## config.mk

```make
export PLATFORM = sky130hd
export DESIGN_NAME = hflr_unit
export DESIGN_NICKNAME = d
export VERILOG_FILES = /design/src/common/hflr_pkg.sv /design/src/design/hflr_norm.sv /design/src/design/hflr_round.sv /design/src/design/hflr_unit.sv
export SDC_FILE = /design/constraint.sdc
export NUM_CORES = 1
export LEC_CHECK = 0
export BUFFER_PORTS_ARGS = -buffer_cell sky130_fd_sc_hd__buf_2
export CORE_MARGIN = 10
export CORE_UTILIZATION = 40
export CTS_CLUSTER_SIZE = 24
export DETAILED_ROUTE_END_ITERATION = 12
export GPL_ROUTABILITY_DRIVEN = 1
export RECOVER_POWER = 50
export SYNTH_ARGS = -nofsm -noshare
export SYNTH_HDL_FRONTEND = slang
export SYNTH_SLANG_ARGS = --single-unit
```

## constraint.sdc

```tcl
create_clock -name ref_clk -period 13.2 [get_ports ref_clk]
set_clock_uncertainty 0.1 [all_clocks]
set_input_delay 2.64 -clock ref_clk [delete_from_list [all_inputs] [get_ports ref_clk]]
set_output_delay 2.64 -clock ref_clk [all_outputs]
set_load 0.005 [all_outputs]
```

## src/common/hflr_pkg.sv

```systemverilog
package hflr_pkg;
	localparam int EXP_W = 7;
	localparam int FRAC_W = 24;
	localparam int DBL_FRAC_W = 56;
	localparam int GUARD_W = 32;
	localparam int WORK_W = FRAC_W + GUARD_W;
	localparam int WORK_DIGITS = WORK_W / 4;
	localparam int TEXP_W = 10;
	localparam int NUM_FREGS = 8;
	localparam int SIGN_POS = 31;
	localparam int EXP_LSB = 24;
	localparam int PSW_UNDERFLOW_BIT = 19;
	localparam logic signed [TEXP_W-1:0] EXP_BIAS = 10'sh040;
	localparam logic signed [TEXP_W-1:0] EXP_MAX = 10'sh03F;
	localparam logic signed [TEXP_W-1:0] EXP_MIN = -10'sh040;
	localparam logic [7:0] OPC_LOAD_FLOAT_MEMORY = 8'h68;
	localparam logic [3:0] ROUND_TRUNC_MAX = 4'h7;
	localparam logic [3:0] ROUND_HALF = 4'h8;
	localparam logic [FRAC_W-1:0] FRAC_CARRY_VAL = 24'h10_0000;
	localparam logic [31:0] TRUE_ZERO = 32'h0000_0000;
	// condition code order is C V G L, msb first
	localparam logic [3:0] CC_ZERO = 4'h0;
	localparam logic [3:0] CC_LESS = 4'h1;
	localparam logic [3:0] CC_GREATER = 4'h2;
	localparam logic [3:0] CC_UNDERFLOW = 4'h4;
	localparam logic [3:0] CC_OVF_LESS = 4'h5;
	localparam logic [3:0] CC_OVF_GREATER = 4'h6;
	localparam logic [3:0] CC_RESET = 4'h0;

	typedef enum logic [2:0] {
		OP_NONE,
		OP_LOAD_FLOAT_MEMORY,
		OP_LOAD_FLOAT_REGISTER,
		OP_LOAD_FLOAT_FROM_GENERAL,
		OP_LOAD_FLOAT_POSITIVE,
		OP_LOAD_GENERAL_FROM_FLOAT,
		OP_ROUND_RESULT
	} hflr_op_t;
endpackage

```

## src/design/hflr_norm.sv

```systemverilog
module hflr_norm import hflr_pkg::*; (
	input wire logic signed [TEXP_W-1:0] expIn,
	input wire logic [WORK_W-1:0] fracIn,
	output logic signed [TEXP_W-1:0] expOut,
	output logic [WORK_W-1:0] fracOut,
	output logic isZero
);
	function automatic logic [3:0] leadZeroDigits(input logic [WORK_W-1:0] f);
		logic [3:0] n;
		logic found;
		n = 4'h0;
		found = 1'b0;
		for (int i = WORK_DIGITS - 1; i >= 0; i--) begin
			if (!found) begin
				if (f[i*4 +: 4] != 4'h0) begin
					found = 1'b1;
				end else begin
					n = n + 4'h1;
				end
			end
		end
		return n;
	endfunction

	wire logic [3:0] lz;
	assign lz = leadZeroDigits(fracIn);
	assign isZero = (fracIn == '0);
	// one digit shift per exponent step, done in one pass
	assign fracOut = isZero ? '0 : fracIn << {lz, 2'b00};
	assign expOut = expIn - signed'({{(TEXP_W-4){1'b0}}, lz});
endmodule

```

## src/design/hflr_round.sv

```systemverilog
module hflr_round import hflr_pkg::*; (
	input wire logic signed [TEXP_W-1:0] expIn,
	input wire logic [WORK_W-1:0] fracIn,
	output logic signed [TEXP_W-1:0] expOut,
	output logic [FRAC_W-1:0] fracOut
);
	wire logic [FRAC_W-1:0] frac;
	wire logic [3:0] leadGuard;
	wire logic [GUARD_W-5:0] restGuard;
	wire logic [FRAC_W:0] incSum;
	wire logic forceLsb;
	wire logic doInc;
	assign frac = fracIn[WORK_W-1 -: FRAC_W];
	assign leadGuard = fracIn[GUARD_W-1 -: 4];
	assign restGuard = fracIn[GUARD_W-5:0];
	assign forceLsb = (leadGuard == ROUND_HALF) && (restGuard == '0);
	assign doInc = (leadGuard > ROUND_TRUNC_MAX) && !forceLsb;
	assign incSum = {1'b0, frac} + {{FRAC_W{1'b0}}, 1'b1};
	// low guard digits only pick out the exact-half case, then are dropped
	assign fracOut = forceLsb ? (frac | {{(FRAC_W-1){1'b0}}, 1'b1}) :
		!doInc ? frac :
		incSum[FRAC_W] ? FRAC_CARRY_VAL : incSum[FRAC_W-1:0];
	assign expOut = (doInc && incSum[FRAC_W]) ? expIn + 10'sh001 : expIn;
endmodule

```

## src/design/hflr_unit.sv

```systemverilog
module hflr_unit import hflr_pkg::*; (
	input wire logic ref_clk,
	input wire logic nrst,
	input wire logic opValid,
	input wire logic [7:0] opCode,
	input wire hflr_op_t opSel,
	input wire logic [3:0] firstRegisterField,
	input wire logic [3:0] secondRegisterField,
	input wire logic [31:0] memOperand,
	input wire logic [31:0] generalOperand,
	input wire logic [0:31] programStatusWord,
	input wire logic intSign,
	input wire logic signed [TEXP_W-1:0] intExp,
	input wire logic [FRAC_W-1:0] intFrac,
	input wire logic [GUARD_W-1:0] intGuard,
	input wire logic dblWrite,
	input wire logic [3:0] dblField,
	input wire logic [63:0] dblData,
	input wire logic [3:0] readField,
	output logic done_r,
	output logic [3:0] condCode_r,
	output logic fault_r,
	output logic faultOverflow_r,
	output logic faultUnderflow_r,
	output logic destWrite_r,
	output logic [31:0] destData_r,
	output logic genWrite_r,
	output logic [3:0] genField_r,
	output logic [31:0] genData_r,
	output logic [31:0] readSingle_r,
	output logic [63:0] readDouble_r
);
	// register numbers are even; bit 0 of a field is ignored
	function automatic logic [2:0] regIndex(input logic [3:0] field);
		return field[3:1];
	endfunction

	function automatic logic [3:0] signCode(input logic neg);
		return neg ? CC_LESS : CC_GREATER;
	endfunction

	logic [31:0] singleRegs [NUM_FREGS];
	logic [63:0] doubleRegs [NUM_FREGS];

	// effective operation: the memory opcode wins over the selector
	wire hflr_op_t op;
	assign op = hflr_op_t'((opCode == OPC_LOAD_FLOAT_MEMORY) ? OP_LOAD_FLOAT_MEMORY : opSel);

	wire logic isLoad;
	wire logic isRound;
	wire logic toGeneral;
	assign isLoad = (op == OP_LOAD_FLOAT_MEMORY) || (op == OP_LOAD_FLOAT_REGISTER) ||
		(op == OP_LOAD_FLOAT_FROM_GENERAL) || (op == OP_LOAD_FLOAT_POSITIVE);
	assign isRound = (op == OP_ROUND_RESULT);
	// only the general move sends its first field to the general file
	assign toGeneral = (op == OP_LOAD_GENERAL_FROM_FLOAT);

	wire logic [2:0] srcIdx;
	wire logic [2:0] dstIdx;
	wire logic [31:0] srcRegWord;
	assign srcIdx = regIndex(secondRegisterField);
	assign dstIdx = regIndex(firstRegisterField);
	assign srcRegWord = singleRegs[srcIdx];

	wire logic [31:0] loadWord;
	assign loadWord = (op == OP_LOAD_FLOAT_MEMORY) ? memOperand :
		(op == OP_LOAD_FLOAT_FROM_GENERAL) ? generalOperand : srcRegWord;

	// field split of a single word
	wire logic loadSign;
	wire logic [EXP_W-1:0] loadExpField;
	wire logic [FRAC_W-1:0] loadFrac;
	wire logic signed [TEXP_W-1:0] loadTrueExp;
	assign loadSign = (op == OP_LOAD_FLOAT_POSITIVE) ? 1'b0 : loadWord[SIGN_POS];
	assign loadExpField = loadWord[SIGN_POS-1:EXP_LSB];
	assign loadFrac = loadWord[FRAC_W-1:0];
	assign loadTrueExp = signed'({{(TEXP_W-EXP_W){1'b0}}, loadExpField}) - EXP_BIAS;

	// loads enter with zero guard digits, so rounding never changes them
	wire logic workSign;
	wire logic signed [TEXP_W-1:0] workExp;
	wire logic [WORK_W-1:0] workFrac;
	assign workSign = isRound ? intSign : loadSign;
	assign workExp = isRound ? intExp : loadTrueExp;
	assign workFrac = isRound ? {intFrac, intGuard} : {loadFrac, {GUARD_W{1'b0}}};

	wire logic signed [TEXP_W-1:0] normExp;
	wire logic [WORK_W-1:0] normFrac;
	wire logic normZero;

	hflr_norm u_norm (
		.expIn(workExp),
		.fracIn(workFrac),
		.expOut(normExp),
		.fracOut(normFrac),
		.isZero(normZero)
	);

	wire logic signed [TEXP_W-1:0] rndExp;
	wire logic [FRAC_W-1:0] rndFrac;

	hflr_round u_round (
		.expIn(normExp),
		.fracIn(normFrac),
		.expOut(rndExp),
		.fracOut(rndFrac)
	);

	// exceptions: underflow judged after normalizing, overflow after rounding
	wire logic underflow;
	wire logic overflow;
	wire logic underflowTrap;
	assign underflow = !normZero && (normExp < EXP_MIN);
	assign overflow = !normZero && !underflow && (rndExp > EXP_MAX);
	assign underflowTrap = underflow && programStatusWord[PSW_UNDERFLOW_BIT];

	wire logic signed [TEXP_W-1:0] biasedExp;
	wire logic [EXP_W-1:0] resultExpField;
	wire logic [31:0] resultWord;
	assign biasedExp = rndExp + EXP_BIAS;
	assign resultExpField = biasedExp[EXP_W-1:0];
	assign resultWord = (normZero || underflow) ? TRUE_ZERO :
		{workSign, resultExpField, rndFrac};

	wire logic [3:0] ovfCode;
	wire logic [3:0] floatCode;
	assign ovfCode = workSign ? CC_OVF_LESS : CC_OVF_GREATER;
	assign floatCode = overflow ? ovfCode :
		underflow ? CC_UNDERFLOW :
		normZero ? CC_ZERO : signCode(workSign);

	// general move: value passes unchanged, code from sign and magnitude
	wire logic srcIsZero;
	wire logic srcNeg;
	wire logic [3:0] moveCode;
	assign srcIsZero = (srcRegWord == TRUE_ZERO);
	assign srcNeg = srcRegWord[SIGN_POS];
	assign moveCode = srcIsZero ? CC_ZERO : signCode(srcNeg);

	wire logic floatOp;
	wire logic faultNow;
	wire logic writeNow;
	assign floatOp = opValid && (isLoad || isRound);
	assign faultNow = floatOp && (overflow || underflowTrap);
	// a trapped result leaves destination and operands as they were
	assign writeNow = floatOp && !overflow && !underflowTrap;

	// next values; each output flop keeps a block of its own
	wire logic takeMove;
	assign takeMove = opValid && toGeneral;

	wire logic done_nxt;
	assign done_nxt = opValid && (op != OP_NONE);

	wire logic [3:0] condCode_nxt;
	assign condCode_nxt = takeMove ? moveCode :
		floatOp ? floatCode : condCode_r;

	wire logic fault_nxt;
	wire logic faultOverflow_nxt;
	wire logic faultUnderflow_nxt;
	assign fault_nxt = faultNow;
	assign faultOverflow_nxt = faultNow && overflow;
	assign faultUnderflow_nxt = faultNow && underflowTrap;

	wire logic destWrite_nxt;
	wire logic [31:0] destData_nxt;
	assign destWrite_nxt = writeNow;
	assign destData_nxt = writeNow ? resultWord : destData_r;

	wire logic genWrite_nxt;
	wire logic [3:0] genField_nxt;
	wire logic [31:0] genData_nxt;
	assign genWrite_nxt = takeMove;
	assign genField_nxt = takeMove ? firstRegisterField : genField_r;
	assign genData_nxt = takeMove ? srcRegWord : genData_r;

	wire logic [2:0] readIdx;
	wire logic [2:0] dblIdx;
	wire logic [31:0] readSingle_nxt;
	wire logic [63:0] readDouble_nxt;
	assign readIdx = regIndex(readField);
	assign dblIdx = regIndex(dblField);
	assign readSingle_nxt = singleRegs[readIdx];
	assign readDouble_nxt = doubleRegs[readIdx];

	always_ff @(posedge ref_clk or negedge nrst) begin
		if (!nrst) begin
			done_r <= 1'b0;
		end else begin
			done_r <= done_nxt;
		end
	end

	always_ff @(posedge ref_clk or negedge nrst) begin
		if (!nrst) begin
			condCode_r <= CC_RESET;
		end else begin
			condCode_r <= condCode_nxt;
		end
	end

	// fault cause stands with the pulse only
	always_ff @(posedge ref_clk or negedge nrst) begin
		if (!nrst) begin
			fault_r <= 1'b0;
		end else begin
			fault_r <= fault_nxt;
		end
	end

	always_ff @(posedge ref_clk or negedge nrst) begin
		if (!nrst) begin
			faultOverflow_r <= 1'b0;
		end else begin
			faultOverflow_r <= faultOverflow_nxt;
		end
	end

	always_ff @(posedge ref_clk or negedge nrst) begin
		if (!nrst) begin
			faultUnderflow_r <= 1'b0;
		end else begin
			faultUnderflow_r <= faultUnderflow_nxt;
		end
	end

	always_ff @(posedge ref_clk or negedge nrst) begin
		if (!nrst) begin
			destWrite_r <= 1'b0;
		end else begin
			destWrite_r <= destWrite_nxt;
		end
	end

	always_ff @(posedge ref_clk or negedge nrst) begin
		if (!nrst) begin
			destData_r <= TRUE_ZERO;
		end else begin
			destData_r <= destData_nxt;
		end
	end

	always_ff @(posedge ref_clk or negedge nrst) begin
		if (!nrst) begin
			genWrite_r <= 1'b0;
		end else begin
			genWrite_r <= genWrite_nxt;
		end
	end

	always_ff @(posedge ref_clk or negedge nrst) begin
		if (!nrst) begin
			genField_r <= 4'h0;
		end else begin
			genField_r <= genField_nxt;
		end
	end

	always_ff @(posedge ref_clk or negedge nrst) begin
		if (!nrst) begin
			genData_r <= TRUE_ZERO;
		end else begin
			genData_r <= genData_nxt;
		end
	end

	// single-precision file; the written value is the rounded result
	always_ff @(posedge ref_clk or negedge nrst) begin
		if (!nrst) begin
			for (int i = 0; i < NUM_FREGS; i++) begin
				singleRegs[i] <= TRUE_ZERO;
			end
		end else if (writeNow) begin
			singleRegs[dstIdx] <= resultWord;
		end
	end

	// double file is written raw; its arithmetic lives elsewhere
	always_ff @(posedge ref_clk or negedge nrst) begin
		if (!nrst) begin
			for (int i = 0; i < NUM_FREGS; i++) begin
				doubleRegs[i] <= 64'h0000_0000_0000_0000;
			end
		end else if (dblWrite) begin
			doubleRegs[dblIdx] <= dblData;
		end
	end

	always_ff @(posedge ref_clk or negedge nrst) begin
		if (!nrst) begin
			readSingle_r <= TRUE_ZERO;
		end else begin
			readSingle_r <= readSingle_nxt;
		end
	end

	always_ff @(posedge ref_clk or negedge nrst) begin
		if (!nrst) begin
			readDouble_r <= 64'h0000_0000_0000_0000;
		end else begin
			readDouble_r <= readDouble_nxt;
		end
	end
endmodule

```

==> run_results.csv <==
group,metric,value,unit
timing,finalCriticalPeriod,12.89,ns
floorplanning,start_util,40.19,%
power_and_ir_drop,p_int,7247,uW
floorplanning,fp.dieW,367.0,um
timing,rsz0062_at_grt,"true",
cts,cts-htree-levels,3,
cts,cts_tree,"built",
timing,slew_headroom,-337.5,%
global_routing,grt-ovfl-total,0,
final_layout,final_cell_area,0.05873,mm2
final_layout,area_delta_synth_final,21.95,%
floorplanning,ios,432,
timing,slew_violations,999,
routing,via_per_inst,5.621,
place,dpl.hpwl,99940,um
routing,vias,33169,
cts,cts_sinks,941,
yosys,synthesis.area,0.04816,mm2
timing,max_clock_freq,77.60,MHz
final_layout,fin_nets,4476,
yosys,synth_xor_area_share,0.8756,%
critical_path,crit_top_cell,"ha_1",
place,place.gp.congestion,0.9618,
cts,hold_buffers,0,
critical_path,crit_path_start_kind,"input port",
global_routing,grt_max_degree,182,
yosys,synthCells,3490,
cts,cts_max_path_buffers,3,
critical_path,critPathMaxStageDelay,0.50,ns
yosys,yosysWarnings,0,
timing,tightest_slew,6.562,ns
place,place_inst,5669,
floorplanning,die-area,0.1347,mm2
routing,routed_wl,146100,um
routing,drt-initial-drc-count,2526,
place,numPortBuffers,396,
yosys,ys_ff_latch,941,
timing,finalCritPeriodShare,97.62,%
global_routing,antenna_found_initial,19,
yosys,synth_top_family_by_area,"multiplexers",
status,violations,"max-capacitance violations, max-slew violations",
power_and_ir_drop,ir_drop,0.1468,mV
final_layout,fill_cells,10669,
cts,clk_latency,0.71,ns
power_and_ir_drop,p_leak,0.02576,uW
power_and_ir_drop,p_sw,3417,uW
power_and_ir_drop,power.density,181.6,mW/mm2
run,drv_cap,16,
final_layout,finalNonFillerCells,5901,
status,status,"finished with violations",
yosys,yosysSeqAreaShare,48.90,%
power_and_ir_drop,seqPwrFrac,38.8,%
yosys,synth_compound_area_share,5.737,%
routing,drtPass1Iterations,8,
yosys,synth.distinct_cells,101,
final_layout,drive_gt1_share,46.88,%
critical_path,end_kind,"flip-flop",
yosys,synth-edff-count,0,
critical_path,cp.buffers_inverters,6,
cts,cts_made_buffers,102,
critical_path,crit_required,13.64,ns
routing,drt-wirelength-per-cell,24.76,um
yosys,synthMuxAreaShare,36.18,%
yosys,syn_area_per_cell,13.80,um2
power_and_ir_drop,pwr-share-comb,34.0,%
final_layout,multiInputGateArea,0.02396,mm2
hold_path,hold_path_class,"reg -> reg",
global_routing,grt_pass1_vias,34298,
cts,cts_root_buf,"clkbuf_16",
global_routing,grt_pass1_wl,218500,um
timing,setup_tns,0,ns
timing,setup_viol,0,
power_and_ir_drop,clockPowerShare,27.1,%
yosys,post_synth_fa_ha_maj_area_fraction,0.4833,%
final_layout,seqCellArea,0.02355,mm2
critical_path,timing_worst_setup_path_type,"in -> reg",
global_routing,grtUsageTotal,20.83,%
place,placed_cell_area,0.05481,mm2
critical_path,cp_top_family,"compound AO/OA/AOI/OAI gates",
yosys,synthesis.nets,3766,
timing,timing_hold_violations_final,0,
power_and_ir_drop,p_sw_share,32.04,%
yosys,synth-simple-area-share,5.547,%
cts,clkTransAtPathRegs,0.06,ns
critical_path,arrival,13.33,ns
routing,drc,0,
floorplanning,coreArea,0.1198,mm2
floorplanning,rows,127,
floorplanning,die_h,367.0,um
yosys,async_flop_share,100.0,%
critical_path,crit_path_max_fanout,17,
yosys,synthFlopType,"dfrtp_1",
critical_path,cp_slowest_cell,"mux4_2",
routing,antenna_left,0,
layout make-up:
class                   instances  area share [%]
inverters                      22          0.1491
multi-input cells            2289           40.79
clock buffers                 156           5.049
clock inverters                31          0.8522
flip-flops and latches        941           40.10
repair buffers                844           9.600
well taps                    1612           3.434
diodes                          6         0.02557
worst reg2reg max path: cells and delay by family (launching register included):
family / cells / cell delay, ns
AOI/OAI and AO/OA: 19 / 3.59
adders and majority gates: 8 / 2.27
muxes: 8 / 2.21
and+or+nand+nor: 10 / 1.84
buffers and inverters: 4 / 0.54
DFF: 1 / 0.39
kinds of logic after synthesis:
family	count (synthesis)
fa+ha+maj	18
other cells	1
buf+inv	261
xor+xnor	42
simple gates	537
flops	941
compound gates	387
mux	1303
power by group through the flow:
stage | sequential (uW) | combinational (uW) | clock, uW
floorplan | 4050 | 2060 | 0
global placement | 4150 | 3540 | 0
detailed placement | 4180 | 3580 | 0
CTS | 4130 | 3610 | 2980
global route | 4240 | 3900 | 3110
finish | 4140 | 3630 | 2890
repair_timing:
action / in CTS / in global routing
buffers inserted: 3 / 30
gates cloned: 1 / 5
setup endpoints to repair: 101 / 292
gates resized for setup: 6 / 67
pin swaps: 5 / 43
flip-flops by register name, indices dropped and copies added (netlist names):
| register | flops |
|---|---|
| genField_r | 4 |
| singleRegs | 256 |
| faultUnderflow_r | 1 |
| genData_r | 32 |
| readSingle_r | 32 |
| fault_r | 1 |
| faultOverflow_r | 1 |
| doubleRegs | 512 |
| genWrite_r | 1 |
| destWrite_r | 1 |
| destData_r | 32 |
| condCode_r | 3 |
| done_r | 1 |
| readDouble_r | 64 |
cell usage after synthesis, types with 5 or more instances:
master | count | area share, %
nand2b_1 | 13 | 0.17
a211o_1 | 5 | 0.091
a222oi_1 | 22 | 0.46
dfrtp_1 | 941 | 49
o2bb2ai_1 | 8 | 0.15
xor2_1 | 15 | 0.27
ha_1 | 17 | 0.44
and2_1 | 7 | 0.091
or3_1 | 13 | 0.17
a2111oi_0 | 5 | 0.091
mux4_2 | 256 | 12
buf_2 | 51 | 0.53
nand4_1 | 24 | 0.31
clkbuf_1 | 152 | 1.2
inv_1 | 20 | 0.16
a31oi_1 | 18 | 0.23
a22o_1 | 12 | 0.22
a2bb2oi_1 | 10 | 0.18
nor2b_1 | 7 | 0.091
mux2_1 | 104 | 2.4
o221ai_1 | 6 | 0.11
o211ai_1 | 13 | 0.20
o21a_1 | 8 | 0.12
o21ai_1 | 19 | 0.20
o22ai_1 | 18 | 0.23
or2_2 | 9 | 0.12
nor3_1 | 47 | 0.49
nand3_1 | 40 | 0.42
o2111ai_1 | 7 | 0.13
mux2_2 | 833 | 19
buf_1 | 25 | 0.19
xnor2_1 | 24 | 0.44
a211oi_1 | 20 | 0.31
and3_1 | 13 | 0.17
nand2_1 | 96 | 0.75
buf_4 | 8 | 0.12
a21o_1 | 31 | 0.48
nor4_1 | 22 | 0.29
mux2i_1 | 109 | 2.3
o22a_1 | 16 | 0.29
or4_1 | 6 | 0.094
o21ai_0 | 46 | 0.48
a21oi_1 | 76 | 0.79
nor2_1 | 198 | 1.5
placed cells by master, fill, tap and decap left out, types with 24 or more instances in the layout:
cell	count
nand3_1	38
mux2i_1	109
nor2_1	198
nand4_1	24
clkbuf_16	106
clkbuf_1	212
buf_2	225
nand2_1	96
nor3_1	44
mux4_2	256
o21ai_0	40
mux2_2	824
mux2_1	103
buf_4	390
a21oi_1	68
a21o_1	30
dfrtp_1	941
buf_12	28
per-stage QoR:
step	power [uW]	hold slack [ns]	util, %	setup WS, ns
after detailed placement	7753	0.3798	45.75	-0.8839
after global placement	7690	0.3751	45.75	-0.8558
after global routing	11250	0.4078	49.01	-0.1357
final	10660	0.3984	49.02	0.3139
after CTS	10730	0.4003	48.74	0.008981
after floorplan	6112	0.3739	-	0.001672
final timing paths:
kind | from | to | slack (ns) | cells past startpoint
max reg2reg | singleRegs[23] | singleRegs[72] | 2.09 | 49
min in group asynchronous | nrst | doubleRegs[26] | 4.30 | 1
min | doubleRegs[299] | doubleRegs[299] | 0.40 | 1
max in group asynchronous | nrst | genData_r[8] | 2.33 | 2
min reg2reg | doubleRegs[299] | doubleRegs[299] | 0.40 | 1
max | secondRegisterField[2] | singleRegs[72] | 0.31 | 51
metal layers:
metal	global-route usage, %	wire, um
met1	27.31	62450
met2	34.24	70540
met3	5.226	9481
met4	5.494	3481
met5	0	161
Note: power is estimated with default switching activity, not from simulation.
